==> config.mk <==
export PLATFORM = sky130hd
export DESIGN_NAME = aci_top
export DESIGN_NICKNAME = d
export VERILOG_FILES = /design/src/design/aci_pkg.sv /design/src/design/aci_hex.sv /design/src/design/aci_tx.sv /design/src/design/aci_top.sv
export SDC_FILE = /design/constraint.sdc
export NUM_CORES = 1
export LEC_CHECK = 0
export ABC_CLOCK_PERIOD_IN_PS = 6700
export BUFFER_PORTS_ARGS = -buffer_cell sky130_fd_sc_hd__buf_2
export CAP_MARGIN = 20
export CORE_UTILIZATION = 36
export DETAILED_ROUTE_END_ITERATION = 8
export PLACE_DENSITY = 0.48
export RECOVER_POWER = 100
export SLEW_MARGIN = 20
export SYNTH_ARGS = -nofsm -noshare
export SYNTH_HDL_FRONTEND = slang
export SYNTH_SLANG_ARGS = --single-unit
==> constraint.sdc <==
create_clock -name CLK_SYS -period 6.7 [get_ports CLK_SYS]
set_input_delay 0.67 -clock CLK_SYS [delete_from_list [all_inputs] [get_ports CLK_SYS]]
set_output_delay 0.67 -clock CLK_SYS [all_outputs]
set_load 0.05 [all_outputs]
==> src/design/aci_pkg.sv <==
package aci_pkg;
   localparam logic [7:0] CH_LF      = 8'h0a;
   localparam logic [7:0] CH_CR      = 8'h0d;
   localparam logic [7:0] CMD_SET    = 8'h53; // S
   localparam logic [7:0] CMD_GET    = 8'h47; // G
   localparam logic [7:0] CMD_LOAD   = 8'h6c; // l
   localparam logic [7:0] CMD_RUN    = 8'h72; // r
   localparam logic [7:0] CMD_EXEC   = 8'h65; // e
   localparam logic [7:0] CMD_STORE  = 8'h46; // F
   localparam logic [7:0] CMD_RECALL = 8'h4c; // L
   localparam logic [7:0] CMD_HIB    = 8'h73; // s
   localparam logic [7:0] CH_ERR     = 8'h21; // '!'
   localparam logic [7:0] ERR_SYNTAX = 8'h31; // error digit for syntax
   localparam logic [7:0] ERR_ARG    = 8'h32; // bad argument
   localparam logic [7:0] ERR_PERM   = 8'h33; // permission refused
   localparam logic [7:0] ERR_BUSY   = 8'h34; // not idle
   localparam logic [7:0] ERR_VER    = 8'h35; // version mismatch
   localparam logic [7:0] ERR_EMPTY  = 8'h36; // no script
   localparam int         REG_ID_W   = 2;
   localparam int         NREG       = 4;
   localparam logic [7:0] PERM_REG   = 8'h02;
   localparam logic [7:0] PERM_MIN   = 8'h01;
   localparam logic [3:0] ERR_LEN    = 4'h2;
   localparam int         SCR_DEPTH  = 64;
   localparam logic [7:0] SCR_VER    = 8'h04;
   localparam int         HIB_GUARD_NS = 2000;
   localparam int         CLK_NS       = 100;
   localparam int         HIB_GUARD_CYC = (HIB_GUARD_NS + CLK_NS - 1) / CLK_NS;
   localparam logic [7:0] SCR_IDLE_CH = 8'h00;
endpackage

==> src/design/aci_hex.sv <==
`timescale 1ns/1ps
`default_nettype none
module aci_hex
   import aci_pkg::*;
(
   input  wire logic [7:0] ch,      // ascii character
   output logic            is_hex,  // character is 0-9 A-F a-f
   output logic [3:0]      nib,     // decoded value
   output logic [7:0]      asc      // ascii of nib_in
   ,input wire logic [3:0] nib_in   // nibble to encode
);
   always_comb begin
      is_hex = 1'b1;
      nib    = 4'h0;
      if (ch >= 8'h30 && ch <= 8'h39) begin
         nib = 4'(ch - 8'h30);
      end else if (ch >= 8'h41 && ch <= 8'h46) begin
         nib = 4'(ch - 8'h37);
      end else if (ch >= 8'h61 && ch <= 8'h66) begin
         nib = 4'(ch - 8'h57);
      end else begin
         is_hex = 1'b0;
      end
      asc = (nib_in < 4'ha) ? (8'h30 + {4'h0, nib_in}) : (8'h37 + {4'h0, nib_in});
   end
endmodule
`default_nettype wire

==> src/design/aci_tx.sv <==
`timescale 1ns/1ps
`default_nettype none
module aci_tx
   import aci_pkg::*;
(
   input  wire logic       clk,      // system clock
   input  wire logic       rst_b,    // sync reset, active low
   input  wire logic       push,     // load one byte
   input  wire logic [7:0] din,      // byte to send
   output logic            busy,     // holding an unsent byte
   output logic            tx_valid, // byte available
   output logic [7:0]      tx_data,  // byte out
   input  wire logic       tx_ready  // host side accepts
);
   typedef struct packed {
      logic       v;
      logic [7:0] d;
   } aci_txs_type;
   aci_txs_type s_q, s_d;
   always_comb begin
      s_d = s_q;
      if (tx_ready) begin
         s_d.v = 1'b0;
      end
      if (push) begin
         s_d.v = 1'b1;
         s_d.d = din;
      end
   end
   always_ff @(posedge clk) begin
      if (!rst_b) begin
         s_q <= '0;
      end else begin
         s_q <= s_d;
      end
   end
   assign busy     = s_q.v;
   assign tx_valid = s_q.v;
   assign tx_data  = s_q.d;
endmodule
`default_nettype wire

==> src/design/aci_top.sv <==
`timescale 1ns/1ps
`default_nettype none
// Notes on behaviour
// - set is S, two hex id digits, value digits per register width; answer S.
// - odd-numbered registers refuse access when permission level too low.
// - get is G plus two hex id digits; answer G plus register hex value.
// - load is l line, script lines, empty line; script kept in RAM; echo l.
// - each script line parsed on arrival; syntax errors reported after the closing empty line.
// - any parse error during load wipes the whole script memory.
// - run sends r and newline first, then passes script output through.
// - script end, good or failed, is followed by one empty line, or by a !4 line if bytes arrived during the run.
// - execute is load then run; answer starts with e.
// - store copies RAM script to non-volatile memory and answers F.
// - recall copies stored script into RAM, answers L, script then runnable.
// - recall refused when stored version differs from supported version.
// - s is echoed and enters hibernate.
// - hibernate ends on any received byte or on the wake pin.
// - lines end in LF; no CR sent; received CR dropped.
// - first command byte echoed, then data, error code before the newline.
// - command letters are decoded case sensitively.
// - these commands only accepted while idle; error while script runs.
module aci_top
   import aci_pkg::*;
(
   input  wire logic       CLK_SYS,       // 10 MHz clock
   input  wire logic       RST_B,         // sync reset, active low
   input  wire logic       RX_VALID,      // received byte strobe
   input  wire logic [7:0] RX_DATA,       // received byte
   output logic            TX_VALID,      // byte to host valid
   output logic [7:0]      TX_DATA,       // byte to host
   input  wire logic       TX_READY,      // host takes byte
   input  wire logic       WAKE,          // async wake pin, active high
   output logic            RUN_START,     // pulse: start script engine
   input  wire logic       RUN_OUT_VALID, // script output byte strobe
   input  wire logic [7:0] RUN_OUT_DATA,  // script output byte
   output logic            RUN_OUT_READY, // output byte taken
   input  wire logic       RUN_DONE,      // pulse: script finished
   input  wire logic       LINE_BAD,      // syntax verdict of line in SCR_DATA
   output logic [7:0]      SCR_DATA,      // script byte written to RAM
   output logic            SCR_WE,        // script byte write strobe
   output logic            SCR_CLEAR,     // pulse: wipe script RAM
   output logic            NVM_STORE,     // pulse: copy RAM to nvm
   output logic            NVM_RECALL,    // pulse: copy nvm to RAM
   input  wire logic [7:0] NVM_VER,       // version of stored script
   output logic            HIBERNATE      // level: in hibernate
);
   // ==========================================================
   // state
   // ==========================================================
   typedef enum logic [8:0] {
      ST_IDLE = 9'h001, ST_ARGS = 9'h002, ST_LOAD = 9'h004,
      ST_RUN  = 9'h008, ST_RESP = 9'h010, ST_HIB  = 9'h020,
      ST_WAIT = 9'h040, ST_SKIP = 9'h080, ST_GUARD = 9'h100
   } aci_st_type;

   typedef struct packed {
      aci_st_type  st;
      logic [7:0]  cmd;
      logic [3:0]  nargs;
      logic [7:0]  rid;
      logic [31:0] val;
      logic [3:0]  nval;
      logic        bad;
      logic [7:0]  ecode;
      logic        ln_empty;
      logic        scr_ok;
      logic [4:0]  ridx;
      logic [3:0]  rlen;
      logic [7:0]  perm;
      logic [NREG-1:0][31:0] regs;
      logic        done;
      logic [7:0]  guard;
      logic        hold_err;
      logic        start;
      logic        we;
      logic        clr;
      logic        sto;
      logic        rec;
      logic [7:0]  sd;
      logic        run_ex;
   } aci_s_type;

   aci_s_type s_q, s_d;
   logic       tx_push, tx_busy;
   logic [7:0] tx_din;
   logic       hx_ok;
   logic [3:0] hx_nib, enc_nib;
   logic [7:0] hx_asc;
   logic       wake_s;
   logic [1:0] wake_q;

   // two-stage sync of the async wake pin
   always_ff @(posedge CLK_SYS) begin
      if (!RST_B) begin
         wake_q <= 2'b00;
      end else begin
         wake_q <= {wake_q[0], WAKE};
      end
   end
   assign wake_s = wake_q[1];

   aci_hex u_hex (
      .ch     (RX_DATA),
      .is_hex (hx_ok),
      .nib    (hx_nib),
      .asc    (hx_asc),
      .nib_in (enc_nib)
   );

   aci_tx u_tx (
      .clk      (CLK_SYS),
      .rst_b    (RST_B),
      .push     (tx_push),
      .din      (tx_din),
      .busy     (tx_busy),
      .tx_valid (TX_VALID),
      .tx_data  (TX_DATA),
      .tx_ready (TX_READY)
   );

   function automatic logic [3:0] reg_digits(input logic [7:0] id);
      case (id)
         8'h00:   reg_digits = 4'h8;
         8'h01:   reg_digits = 4'h4;
         PERM_REG: reg_digits = 4'h2;
         8'h03:   reg_digits = 4'h8;
         default: reg_digits = 4'h0;
      endcase
   endfunction

   logic rx_take;
   logic [3:0] dig;
   assign rx_take = RX_VALID && (RX_DATA != CH_CR);
   assign dig     = reg_digits(s_q.rid);
   assign enc_nib = s_q.val[31:28];

   // ==========================================================
   // next state
   // ==========================================================
   always_comb begin
      s_d       = s_q;
      s_d.start = 1'b0;
      s_d.we    = 1'b0;
      s_d.clr   = 1'b0;
      s_d.sto   = 1'b0;
      s_d.rec   = 1'b0;
      tx_push   = 1'b0;
      tx_din    = 8'h00;
      RUN_OUT_READY = 1'b0;
      case (s_q.st)
         ST_IDLE: begin
            if (rx_take && !tx_busy) begin
               s_d.cmd   = RX_DATA;
               s_d.bad   = 1'b0;
               s_d.ecode = 8'h00;
               s_d.nargs = 4'h0;
               s_d.nval  = 4'h0;
               s_d.val   = '0;
               s_d.rid   = 8'h00;
               tx_push   = (RX_DATA != CH_LF);
               tx_din    = RX_DATA;
               case (RX_DATA)
                  CMD_LOAD, CMD_EXEC: begin
                     s_d.clr = 1'b1;
                     s_d.scr_ok = 1'b0;
                     s_d.st = ST_SKIP;
                     s_d.run_ex = (RX_DATA == CMD_EXEC);
                  end
                  CMD_HIB: begin
                     s_d.st = ST_SKIP;
                  end
                  CH_LF: s_d.st = ST_IDLE;
                  default: s_d.st = ST_ARGS;
               endcase
            end
         end
         ST_SKIP: begin
            // drops the rest of the command line
            if (rx_take && RX_DATA == CH_LF) begin
               if (s_q.cmd == CMD_HIB) begin
                  s_d.st = ST_WAIT;
               end else begin
                  s_d.st = ST_LOAD;
                  s_d.ln_empty = 1'b1;
               end
            end
         end
         ST_ARGS: begin
            if (rx_take && RX_DATA == CH_LF) begin
               s_d.st = ST_RESP;
               s_d.rlen = 4'h0;
               if (s_q.cmd == CMD_SET || s_q.cmd == CMD_GET) begin
                  if (s_q.bad || s_q.nargs < 4'(REG_ID_W) || dig == 4'h0) begin
                     s_d.ecode = ERR_ARG;
                  end else if (s_q.rid != PERM_REG && s_q.rid[0] && s_q.perm < PERM_MIN) begin
                     s_d.ecode = ERR_PERM;
                  end else if (s_q.cmd == CMD_SET) begin
                     if (s_q.nval != dig) begin
                        s_d.ecode = ERR_ARG;
                     end else if (s_q.rid == PERM_REG) begin
                        s_d.perm = s_q.val[7:0];
                     end else begin
                        s_d.regs[s_q.rid[1:0]] = s_q.val;
                     end
                  end else if (s_q.nval != 4'h0) begin
                     s_d.ecode = ERR_ARG;
                  end else begin
                     // value left-aligned for nibble-wise send
                     s_d.val = (s_q.rid == PERM_REG) ? {s_q.perm, 24'h0} :
                               (s_q.regs[s_q.rid[1:0]] << (6'd32 - {dig, 2'b00}));
                     s_d.rlen = dig;
                  end
               end else if (s_q.cmd == CMD_STORE) begin
                  s_d.sto = s_q.scr_ok;
                  s_d.ecode = s_q.scr_ok ? 8'h00 : ERR_EMPTY;
               end else if (s_q.cmd == CMD_RECALL) begin
                  if (NVM_VER != SCR_VER) begin
                     s_d.ecode = ERR_VER;
                  end else begin
                     s_d.rec = 1'b1;
                     s_d.scr_ok = 1'b1;
                  end
               end else if (s_q.cmd == CMD_RUN) begin
                  if (s_q.scr_ok) begin
                     s_d.st = ST_RUN;
                     s_d.start = 1'b1;
                     s_d.ridx = 5'h1;
                  end else begin
                     s_d.ecode = ERR_EMPTY;
                  end
               end else begin
                  s_d.ecode = ERR_SYNTAX;
               end
            end else if (rx_take) begin
               if (!hx_ok) begin
                  s_d.bad = 1'b1;
               end else if (s_q.nargs < 4'(REG_ID_W)) begin
                  s_d.rid = {s_q.rid[3:0], hx_nib};
                  s_d.nargs = s_q.nargs + 4'h1;
               end else if (s_q.nval < ERR_LEN << 2) begin
                  s_d.val = {s_q.val[27:0], hx_nib};
                  s_d.nval = s_q.nval + 4'h1;
               end else begin
                  s_d.bad = 1'b1;
               end
            end
         end
         ST_LOAD: begin
            if (rx_take) begin
               s_d.we = (RX_DATA != CH_LF) && !s_q.bad;
               s_d.sd = RX_DATA;
               if (RX_DATA == CH_LF) begin
                  if (LINE_BAD && !s_q.ln_empty) begin
                     s_d.bad = 1'b1;
                     s_d.clr = 1'b1;
                     s_d.ecode = ERR_SYNTAX;
                  end
                  if (s_q.ln_empty) begin
                     s_d.scr_ok = !s_q.bad;
                     s_d.rlen = 4'h0;
                     if (s_q.run_ex && !s_q.bad) begin
                        s_d.st = ST_RUN;
                        s_d.start = 1'b1;
                        s_d.ridx = 5'h0;
                     end else begin
                        s_d.st = ST_RESP;
                     end
                  end
                  s_d.ln_empty = 1'b1;
               end else begin
                  s_d.ln_empty = 1'b0;
               end
            end
         end
         ST_RUN: begin
            if (rx_take && RX_DATA != CH_LF) begin
               s_d.hold_err = 1'b1;
            end
            // done pulse may land while a byte is still pending
            if (RUN_DONE) begin
               s_d.done = 1'b1;
            end
            if (!tx_busy) begin
               if (s_q.ridx == 5'h1) begin
                  tx_push = 1'b1;
                  tx_din = CH_LF;
                  s_d.ridx = 5'h0;
               end else if (RUN_OUT_VALID) begin
                  tx_push = 1'b1;
                  tx_din = RUN_OUT_DATA;
                  RUN_OUT_READY = 1'b1;
               end else if (RUN_DONE || s_q.done) begin
                  s_d.st = ST_RESP;
                  s_d.rlen = 4'h0;
                  s_d.ecode = s_d.hold_err ? ERR_BUSY : 8'h00;
                  s_d.hold_err = 1'b0;
                  s_d.done = 1'b0;
               end
            end
         end
         ST_RESP: begin
            if (!tx_busy) begin
               tx_push = 1'b1;
               if (s_q.rlen != 4'h0) begin
                  tx_din = hx_asc;
                  s_d.val = {s_q.val[27:0], 4'h0};
                  s_d.rlen = s_q.rlen - 4'h1;
               end else if (s_q.ecode != 8'h00) begin
                  tx_din = CH_ERR;
                  s_d.rlen = 4'h0;
                  s_d.cmd = s_q.ecode;
                  s_d.ecode = 8'h00;
                  s_d.nargs = 4'hf;
               end else if (s_q.nargs == 4'hf) begin
                  tx_din = s_q.cmd;
                  s_d.nargs = 4'h0;
               end else begin
                  tx_din = CH_LF;
                  s_d.st = ST_IDLE;
                  s_d.run_ex = 1'b0;
               end
            end
         end
         ST_WAIT: begin
            if (!tx_busy) begin
               tx_push = 1'b1;
               tx_din = CH_LF;
               s_d.st = ST_HIB;
            end
         end
         ST_HIB: begin
            if (RX_VALID || wake_s) begin
               s_d.st = ST_GUARD;
               s_d.guard = 8'(HIB_GUARD_CYC);
            end
         end
         ST_GUARD: begin
            // bytes just after wake are dropped
            if (s_q.guard == 8'h00) begin
               s_d.st = ST_IDLE;
            end else begin
               s_d.guard = s_q.guard - 8'h01;
            end
         end
         default: s_d.st = ST_IDLE;
      endcase
   end

   always_ff @(posedge CLK_SYS) begin
      if (!RST_B) begin
         s_q    <= '0;
         s_q.st <= ST_IDLE;
      end else begin
         s_q <= s_d;
      end
   end

   assign RUN_START  = s_q.start;
   assign SCR_DATA   = s_q.sd;
   assign SCR_WE     = s_q.we;
   assign SCR_CLEAR  = s_q.clr;
   assign NVM_STORE  = s_q.sto;
   assign NVM_RECALL = s_q.rec;
   assign HIBERNATE  = (s_q.st == ST_HIB);
endmodule
`default_nettype wire

* Word-level counts from Yosys, hierarchy flattened
Cells that the tools add are included. Widths: inputs -> output; s select.
Word-level totals: logic and storage cells 394, output and inout port bits 24, bits in registers 256, bits of input ports 32
Operators by class: bitwise operators 9, add/subtract/negate cells 10, eq/ne operators 84, shift operators 1, reduce and logical (&&, ||, !) cells 61, $lt $le $gt $ge 12, multiplexer cells 187
Operators by type and width (number):
- $mux 140 | 3
- $mux 32 | 11
- $mux 136 | 2
- $mux 8 | 32
- $mux 9 | 18
- $mux 146 | 1
- $bwmux 128 | 1
- $mux 128 | 1
- $pmux 32 s3 | 1
- $pmux 9 s9 | 1
- $mux 74 | 1
- $eq 8x7->1 const B | 9
- $ne 2x2->1 const B | 36
- $bmux 32 s2 | 1
- $demux 32 s2 | 1
- $pmux 8 s2 | 4
- $mux 5 | 12
- $mux 4 | 14
- $mux 1 | 52
- $mux 49 | 1
- $mux 48 | 1
- $mux 21 | 2
- $pmux 8 s5 | 1
- $ne 3x3->1 const B | 13
- 78 further kinds | 145

* Logic depth before layout (Yosys ltp)
Gate-level depths: netlist of run 1.
word-level depth 13, gate-level depth with buffers 14, depth with buffers taken out 11

* Cells and area by module
From an unflattened synthesis of run 1, not the netlist that was laid out.
Unflattened totals: cells, all modules 1434, area, all modules 12304.3 um^2
By module, submodules not included:
- aci_top | times used 1, cells each 1368, seq. area each 4784.6 um^2, area each 11697.5 um^2
- aci_tx | times used 1, cells each 29, seq. area each 180.2 um^2, area each 342.8 um^2
- aci_hex | times used 1, cells each 37, seq. area each 0.0 um^2, area each 264.0 um^2

* Least setup slack after synthesis of run 1
Ideal clock, no wire load.
path type register to register, start point register s_q[223] (netlist name), end point register s_q, in the netlist enc_nib[2], clock period less this slack 3.393 ns, data required time 6.577 ns, cell stages (with the launch flop) 13, arrival time 3.270 ns, buffers on the path 2, setup time 0.123 ns, slack 3.307 ns, path through dfxtp_1 > or4_4 > buf_6 > nor3_1 > nand2_1 > ha_1 > ha_1 > or3_1 > nor4_1 > a221o_1 > o22ai_2 > buf_2 > o2bb2ai_1
On the way: longest elaborated chain between the ends 13, elaborated cells between the ends (all ways) 24, those cells by class add/sub: 1; eq/ne: 6; shift: 1; mux: 9; reduce/logical: 7
Ends and longest elaborated chain:
- start: declaration | line aci_top.sv:83 | aci_s_type s_q, s_d;
- $eq 8x2->1 or $logic_not 8->1 (tied branches) | line aci_top.sv:122 | case (id)
- $reduce_or 2->1 (no line)
- $pmux 4 s3 | line aci_top.sv:122
- $sub 6x6->6 | line aci_top.sv:210 | (s_q.regs[s_q.rid[1:0]] << (6'd32 - {dig, 2'b00}));
- $shl 32x6->32 | line aci_top.sv:210
- $mux 32 | line aci_top.sv:209 | s_d.val = (s_q.rid == PERM_REG) ? {s_q.perm, 24'h0} :
- $mux 32 | line aci_top.sv:205 | end else if (s_q.nval != 4'h0) begin
- $mux 32 | line aci_top.sv:197 | end else if (s_q.cmd == CMD_SET) begin
- $mux 32 | line aci_top.sv:195 | end else if (s_q.rid != PERM_REG && s_q.rid[0] && s_q.perm < PERM_MIN) begin
- $mux 32 | line aci_top.sv:193 | if (s_q.bad || s_q.nargs < 4'(REG_ID_W) || dig == 4'h0) begin
- $mux 32 | line aci_top.sv:192 | if (s_q.cmd == CMD_SET || s_q.cmd == CMD_GET) begin
- $mux 32 | line aci_top.sv:189 | if (rx_take && RX_DATA == CH_LF) begin
- $pmux 32 s3 | line aci_top.sv:150 | case (s_q.st)
Several ways; a longest one is shown, not always the timed one. The select of a mux whose other input is x is not followed. A chain may end at the register's enable or synchronous reset.

* Worst setup path after layout of run 1
start point register s_q[218] (netlist name), end point register s_q[43] (netlist name)
On the way: longest elaborated chain between the ends 7, elaborated cells between the ends (all ways) 17, those cells by class eq/ne: 5; mux: 1; bitwise: 4; reduce/logical: 7
Ends and longest elaborated chain (line):
- $eq 8x2->1 or $logic_not 8->1 (tied branches) | aci_top.sv:122
- $reduce_or 2->1 (no line)
- $pmux 4 s3 | aci_top.sv:122
- $logic_not 4->1 | aci_top.sv:193
- $logic_or 1x1->1 | aci_top.sv:193
- $not 1->1 (no line)
- $reduce_and 8->1 (no line) *
Mark *: on every way between the ends. The rest lies on a longest branch, timed or not.

==> results.json, run 1 <==
{
  "status": "finished with violations",
  "violations": "max-capacitance violations, max-slew violations",
  "r2r_end": "s_q[43]",
  "ctsHoldBuffers": 0,
  "numCtsBuffers": 29,
  "ios": 56,
  "ant_nets": 0,
  "hold_violations": 0,
  "peakVddDrop_mv": 0.204,
  "nets": 1351,
  "grtUsageTotal_pct": 19.9,
  "holdPathStages": 2,
  "final_cells": 1768,
  "dp_cells": 1714,
  "cp.arrival_ps": 5530,
  "max-clock-path-buffers": 3,
  "clkSinkCount": 248,
  "start_kind": "flop",
  "synth-seq-cells": 248,
  "async_flop_share_pct": 0,
  "hold_slack_ps": 312,
  "grt_pass1_vias": 9497,
  "grt_setup_unrepaired": "false",
  "critical_path_required_ps": 7120,
  "route.detailed.drc": 0,
  "timing.rr.start": "s_q[218]",
  "cp_slowest_stage_delay_ps": 1100,
  "synth_top_cell_by_area": "dfxtp_1",
  "synth-main-ff-cell": "dfxtp_1",
  "p_leak_nw": 4.29,
  "antenna_found_initial": 0,
  "grt_first_pass_wirelength_um": 54000,
  "cts_setup_buffers": 0,
  "wl_met2_um": 16100,
  "ys_seq_area_share_pct": 40.8,
  "min_to": "wake_q[0]",
  "cp.depth": 12,
  "r2r_slack_ps": 1600,
  "antenna_cells": 0,
  "grt_start_max_net_pins": 69,
  "setup_viol": 0,
  "avgSynthCellArea_um2": 9.36,
  "dieArea_um2": 34600,
  "crit_path_top_delay_cell": "nand4_2",
  "cts_root_buf": "clkbuf_16",
  "gr-total-overflow": 0,
  "synth_cell_types": 98,
  "syn_area_um2": 12200,
  "core_um2": 32900,
  "setup.worst_path.end_class": "flop",
  "min_period_ps": 5100,
  "holdCritStartpoint": "WAKE",
  "p_total_mw": 3.88,
  "die_w_um": 186,
  "drt_first_pass_iters": 8,
  "r2r_cells": 12,
  "routed_wl_um": 34200,
  "path_class": "flop to flop",
  "critPathBufInv": 1,
  "setup_tns_ps": 0,
  "wl_per_cell_um": 19.3,
  "yosys_warnings": 0,
  "drt-met1-wl_um": 15900,
  "path_delay_family": "simple AND/OR/NAND/NOR gates",
  "ys_top_cells_by_area": "dfxtp_1, mux4_2, nand3_1",
  "cts-resized-gates": 0,
  "yosys.area.top_type_share_pct": 40.8,
  "syn-num-nets": 1348,
  "cellPowerDensity_nw_per_um2": 292,
  "area_delta_synth_final_pct": 9.24,
  "period_share_pct": 76.2,
  "drt_iter0_drc": 812,
  "vias": 9932,
  "maxUsedRoutingLayer": "met4",
  "worstMarginPinSlew_ps": 2880,
  "path_cells": "or4_1 > nor3_1 > nand2_1 > ha_1 > ha_1 > nor3_1 > nand4_1 > and4bb_1 > nand4_2 > clkbuf_1 > nand3_1 > o21ai_0",
  "layout-drive-gt1-share_pct": 14.1,
  "rows": 66,
  "skew_ps": 14.0,
  "dr_wl_met3_um": 1330,
  "clkTransAtPathRegs_ps": 60,
  "hold_path_class": "input pin to flop",
  "dp_hpwl_um": 22500,
  "drv_slew": 96,
  "worst_skew_pair.late_latency_ps": 570,
  "cap_violations": 4,
  "port_buffers": 55,
  "relSlewSlack_pct": -92.3,
  "synth_cells": 1301,
  "path_max_fanout": 47,
  "synth_edf_count": 0,
  "htreeDepth": 1,
  "gp_congestion": 0.878,
  "cts_tree": "built",
  "max_freq_mhz": 196,
  "start_util_pct": 37.0,
  "viasPerCell": 5.62,
  "fp.dieH_um": 186
}
[through the flow]
stage | utilization [%] | setup slack, ps | instance area, µm²
6_report | 40.4 | 1600 | 13300
5_1_grt | 40.4 | 1030 | 13300
4_1_cts | 41.1 | 2170 | 13500
3_5_place_dp | 38.0 | 2200 | 12500
3_3_place_gp | 37.9 | 2210 | 12500
2_1_floorplan | - | 3310 | 12200
[cell type report]
type | instances | area, µm²
Timing Repair Buffer | 77 | 424
Tap cell | 442 | 553
Clock inverter | 8 | 161
Sequential cell | 248 | 4970
Clock buffer | 45 | 846
Fill cell | 3384 | 19600
Multi-Input combinational cell | 925 | 6270
Inverter | 23 | 86.3
[worst max-delay path by stage]
| stage | start | end | slack (ps) |
|---|---|---|---|
| after floorplan | s_q[223] | enc_nib[2] | 3310 |
| after global placement | s_q[218] | s_q[55] | 2210 |
| after CTS | s_q[218] | s_q[43] | 2170 |
| final | s_q[218] | s_q[43] | 1600 |
| after global routing | s_q[223] | s_q[43] | 1030 |
| after detailed placement | s_q[216] | s_q[43] | 2200 |
[registers in the layout (all words and copies together) (netlist names)]
| name | cells |
|---|---|
| u_tx.busy | 1 |
| RUN_START | 1 |
| SCR_WE | 1 |
| NVM_RECALL | 1 |
| s_q | 220 |
| SCR_CLEAR | 1 |
| u_tx.tx_data | 8 |
| enc_nib | 4 |
| NVM_STORE | 1 |
| SCR_DATA | 8 |
| wake_q | 2 |
[kinds of logic after synthesis]
kind of cell	Yosys count	share of synthesized area (%)
and+or+nand+nor	469	21.6
AOI/OAI and AO/OA	361	20.1
DFF	248	40.8
buffers and inverters	128	6.28
muxes	69	8.96
adders and majority gates	15	1.54
xor gates and xnor gates	11	0.791
[synth_stat cells, types with 23 or more instances]
library cell	number
o21ai_2	29
a21oi_1	68
dfxtp_1	248
o2bb2ai_1	34
o21ai_1	103
inv_1	23
mux2i_1	37
nand3_1	129
buf_6	27
nand2_1	98
nor2_1	87
clkbuf_1	35
mux4_2	32
nand3_2	28
[placed cells by master, fill, tap and decap left out, drive strengths merged, types with 8 or more instances in the layout]
cell type / netlist / final
nor4b: 8 / 8
mux4: 32 / 32
a22oi: 14 / 14
inv: 23 / 25
nand4: 11 / 11
o21ai: 153 / 153
clkbuf: 37 / 74
mux2i: 37 / 37
nor2: 88 / 88
nor4: 13 / 13
nand2: 98 / 98
o2bb2ai: 34 / 34
ha: 15 / 15
buf: 67 / 48
a311oi: 10 / 10
nand3: 157 / 157
nor3: 21 / 21
a221oi: 10 / 10
dfxtp: 248 / 248
a21oi: 68 / 68
o211ai: 8 / 8
[report_power, final]
group          internal (mW)  total, mW  switching, mW
combinational          0.184      0.635          0.451
clock                   1.02       1.67          0.647
sequential              1.52       1.57         0.0533
[layer usage]
metal  up-vias  track usage, %
li1       4872               -
met1      4801            26.4
met2       202            33.4
met3        57            2.78
met4         0            6.03
met5         -               0
Power figures use the tool's default switching activity.
==> run 2: changes to the inputs <==
Settings changed: ABC_CLOCK_PERIOD_IN_PS 6700 to 5150.
Clock period 6.7 ns to 5.15 ns, I/O delays scaled along.
==> results.json, run 2 (synthesized netlist as in run 1, its figures left out) <==
{
  "status": "finished with violations",
  "violations": "max-capacitance violations, max-slew violations",
  "dieArea_um2": 34600,
  "area_delta_synth_final_pct": 9.04,
  "fin_util_pct": 40.3,
  "p_leak_nw": 4.30,
  "grt_start_max_net_pins": 64,
  "combPwrFrac_pct": 16.9,
  "wl_met2_um": 16000,
  "seqPwrFrac_pct": 41.7,
  "drt-met1-wl_um": 16300,
  "max-clock-path-buffers": 3,
  "grt_setup_unrepaired": "false",
  "drt_first_pass_iters": 5,
  "htreeDepth": 1,
  "ctsHoldBuffers": 0,
  "antenna_found_initial": 0,
  "dp_cells": 1715,
  "cap_violations": 2,
  "final_cells": 1768,
  "clkTransAtPathRegs_ps": 60,
  "start_kind": "flop",
  "fin_ws_ps": 741,
  "p_total_mw": 4.91,
  "max_freq_mhz": 227,
  "die_w_um": 186,
  "ant_nets": 0,
  "setup_viol": 0,
  "path_max_fanout": 31,
  "min_period_ps": 4410,
  "period_share_pct": 85.6,
  "post-place-ws_ps": 1120,
  "peakVddDrop_mv": 0.250,
  "layout-drive-gt1-share_pct": 14.5,
  "start_util_pct": 37.0,
  "drv_slew": 100,
  "largest_reg_flops": 220,
  "cts-resized-gates": 0,
  "worstMarginPinSlew_ps": 2860,
  "setup_tns_ps": 0,
  "dr_wl_met3_um": 1340,
  "routed_wl_um": 34500,
  "grt_pass1_vias": 9451,
  "top_register": "s_q",
  "clockPowerShare_pct": 41.4,
  "vias": 9955,
  "drt_iter0_drc": 653,
  "cp.arrival_ps": 4830,
  "clkSinkCount": 248,
  "setup.worst_path.end_class": "flop",
  "nets": 1351,
  "hold_path_class": "input pin to flop",
  "grtUsageTotal_pct": 20.1,
  "gr-total-overflow": 0,
  "worst_skew_pair.late_latency_ps": 560,
  "relSlewSlack_pct": -91.0,
  "cellPowerDensity_nw_per_um2": 369,
  "dp_hpwl_um": 22600,
  "port_buffers": 55,
  "hold_violations": 0,
  "final_common_cell": "dfxtp_1",
  "cts_tree": "built",
  "critical_path_required_ps": 5570,
  "gp_congestion": 0.869,
  "wl_per_cell_um": 19.5,
  "maxUsedRoutingLayer": "met4",
  "skew_ps": 12.6,
  "antenna_cells": 0,
  "internal_power_mw": 3.41,
  "rows": 66,
  "numCtsBuffers": 29,
  "cts_root_buf": "clkbuf_16",
  "fp.dieH_um": 186,
  "route.detailed.drc": 0,
  "core_um2": 32900,
  "cts_setup_buffers": 0,
  "p_switching_mw": 1.50,
  "viasPerCell": 5.63,
  "p_sw_share_pct": 30.5,
  "layout_common_cells": "dfxtp_1, nand3_1, o21ai_0, nand2_1, nor2_1",
  "path_class": "flop to flop",
  "ios": 56,
  "grt_first_pass_wirelength_um": 54500
}
run 2: cell types whose count changed in the layout (fill, tap and decap cells not counted), sizes merged:
cell | before | now
bufinv | 4 | 1
clkbuf | 74 | 72
clkinv | 2 | 7
run 2: final cells by class:
class	instances	area, µm²
Clock buffer	43	848
Timing Repair Buffer	77	409
Clock inverter	10	93.8
Tap cell	442	553
Fill cell	3334	19700
Sequential cell	248	4970
Inverter	23	86.3
Multi-Input combinational cell	925	6320
run 2: path summary, 6_finish.rpt:
| kind | start | to | slack (ps) | depth (start not counted) |
|---|---|---|---|---|
| min reg2reg | u_tx.tx_data[5] | u_tx.tx_data[5] | 450 | 2 |
| max | s_q[218] | s_q[201] | 740 | 11 |
| min | WAKE | wake_q[0] | 170 | 2 |
| max reg2reg | s_q[218] | s_q[201] | 740 | 11 |
run 2: power by group through the flow:
stage	logic [mW]	registers (mW)	clock network, mW
after floorplan	0.547	2.12	0
after global placement	0.833	2.09	0
after detailed placement	0.831	2.09	0
after CTS	0.834	2.04	2.09
after global routing	0.898	2.06	2.16
final	0.828	2.05	2.03
run 2: worst max-delay path, cell delays in order (launching register included):
cell and delay, ps:
dfxtp_1 320, or4_1 670, nor3_1 450, nand2_1 210, ha_1 250, ha_1 190, or3_1 340, nor4_1 610
a221o_1 360, o22ai_2 90, clkbuf_2 500, o2bb2ai_1 270
run 2: metal layers:
layer,vias to the layer above,GRT usage (%)
met1,4827,27.4
met3,50,2.31
met2,215,33.2
met5,-,0
met4,0,5.77
li1,4863,-
run 2: per-stage QoR:
step / hold slack (ps) / area, µm²
after detailed placement: 440 / 12500
after CTS: 141 / 13500
after floorplan: 412 / 12200
after global routing: 160 / 13300
final: 167 / 13300
after global placement: 439 / 12500
==> run 3: changes to the inputs <==
--- a/config.mk
+++ b/config.mk
@@ -6,9 +6,10 @@
 export NUM_CORES = 1
 export LEC_CHECK = 0
-export ABC_CLOCK_PERIOD_IN_PS = 5150
+export ABC_CLOCK_PERIOD_IN_PS = 5400
 export BUFFER_PORTS_ARGS = -buffer_cell sky130_fd_sc_hd__buf_2
 export CAP_MARGIN = 20
 export CORE_UTILIZATION = 36
 export DETAILED_ROUTE_END_ITERATION = 8
+export GPL_TIMING_DRIVEN = 0
 export PLACE_DENSITY = 0.48
 export RECOVER_POWER = 100
==> constraint.sdc (replaced) <==
create_clock -name CLK_SYS -period 5.4 [get_ports CLK_SYS]
set_input_delay 0.27 -clock CLK_SYS [delete_from_list [all_inputs] [get_ports CLK_SYS]]
set_output_delay 0.27 -clock CLK_SYS [all_outputs]
set_load 0.05 [all_outputs]
==> results.json, run 3 (synthesized netlist as in run 1, its figures left out) <==
{
  "setup_tns_ps": 0,
  "cts_root_buf": "clkbuf_16",
  "p_total_mw": 4.83,
  "holdCritStartpoint": "RUN_OUT_DATA[7]",
  "fin_ws_ps": 577,
  "cts_tree": "built",
  "dp_cells": 1798,
  "grtUsageTotal_pct": 23.9,
  "timing.rr.start": "s_q[218]",
  "dp_hpwl_um": 30200,
  "design_area_um2": 13800,
  "start_kind": "flop",
  "numCtsBuffers": 29,
  "critical_path_required_ps": 5830,
  "grt_start_max_net_pins": 16,
  "path_max_fanout": 10,
  "final_cells": 1854,
  "dieArea_um2": 34600,
  "antenna_found_initial": 0,
  "port_buffers": 54,
  "layout_common_cells": "dfxtp_1, nand3_1, o21ai_0, nand2_1, clkbuf_1",
  "relSlewSlack_pct": 1.92,
  "vias": 10543,
  "routed_wl_um": 41200,
  "gp_congestion": 0.924,
  "cts-resized-gates": 0,
  "period_share_pct": 89.3,
  "start_util_pct": 37.0,
  "route.detailed.drc": 0,
  "ctsHoldBuffers": 2,
  "setup.worst_path.end_class": "flop",
  "path_class": "flop to flop",
  "core_um2": 32900,
  "min_period_ps": 4820,
  "hold_violations": 0,
  "max-clock-path-buffers": 3,
  "clkTransAtPathRegs_ps": 60,
  "peakVddDrop_mv": 0.260,
  "cellPowerDensity_nw_per_um2": 351,
  "worstMarginPinSlew_ps": 1470,
  "drt_iter0_drc": 973,
  "drv_slew": 0,
  "grt_setup_unrepaired": "false",
  "ios": 56,
  "cts_setup_buffers": 0,
  "gr-total-overflow": 0,
  "setup_viol": 0,
  "cap_violations": 0,
  "htreeDepth": 1,
  "nets": 1436,
  "status": "finished clean",
  "layout-drive-gt1-share_pct": 14.8,
  "drt_first_pass_iters": 5,
  "placed_area_um2": 13000,
  "ant_nets": 0,
  "grt_first_pass_wirelength_um": 62400,
  "top_register": "s_q",
  "critPathLaunch": "s_q[218]",
  "hold_path_class": "input pin to flop",
  "viasPerCell": 5.69,
  "final_common_cell": "dfxtp_1",
  "p_leak_nw": 4.46,
  "worst_skew_pair.late_latency_ps": 570,
  "die_w_um": 186,
  "antenna_cells": 0,
  "area_delta_synth_final_pct": 12.9,
  "wl_per_cell_um": 22.2,
  "fp.dieH_um": 186,
  "post-place-ws_ps": 1080,
  "largest_reg_flops": 220,
  "cp.arrival_ps": 5250,
  "skew_ps": 8.51,
  "max_freq_mhz": 207,
  "grt_pass1_vias": 9913,
  "rows": 66,
  "clkSinkCount": 248
}
[run 3: cell types whose count changed in the layout (fill, tap and decap cells not counted), sizes merged]
cell and delta:
bufinv +1, clkinv -6, buf +28, clkinvlp +1, dlygate4sd3 +3, clkbuf +59
[run 3: where the power goes]
group	total, mW	internal [mW]	leakage (nW)	switching (mW)
Clock	2.07	1.24	0.493	0.827
Combinational	0.817	0.236	1.97	0.581
Sequential	1.94	1.89	2.00	0.0552
[run 3: layout make-up]
| type | count | area (µm²) |
|---|---|---|
| Fill cell | 3360 | 19200 |
| Multi-Input combinational cell | 925 | 6340 |
| Sequential cell | 248 | 4960 |
| Clock buffer | 48 | 907 |
| Tap cell | 442 | 553 |
| Buffer | 105 | 537 |
| Timing Repair Buffer | 57 | 267 |
| Clock inverter | 6 | 101 |
| Inverter | 23 | 86.3 |
[run 3: routing by layer]
| metal | part of all wire (%) | vias up | global-route usage (%) |
|---|---|---|---|
| met5 | 0 | - | 0 |
| met4 | 3.3 | 0 | 7.80 |
| met3 | 4.6 | 76 | 2.72 |
| met2 | 47 | 307 | 40.4 |
| met1 | 45 | 5131 | 31.6 |
| li1 | - | 5029 | - |
[run 3: critical path, stage by stage (launching register included)]
cell and delay (ps):
dfxtp_1 320, or4_2 630, clkbuf_1 240, nor3_1 470
nand2_1 300, ha_1 290, ha_1 200, nor3_1 140
nand4_1 180, and4bb_2 350, clkbuf_1 440, nand4b_4 370
clkbuf_1 460, nand3_1 190, o21ai_0 90
[run 3: final timing paths]
path / end / slack, ps / cells past startpoint
worst max-delay path: s_q[129] / 580 / 14
worst min-delay path: u_tx.tx_data[7] / 30 / 4
worst max register to register: s_q[129] / 580 / 14
worst min register to register: wake_q[1] / 430 / 1
[run 3: through the flow]
stage               hold slack (ps)  util, %
finish                         33.7     41.8
CTS                            6.89     42.6
detailed placement              421     39.5
floorplan                       397        -
global route                   31.0     41.8
global placement                417     39.5
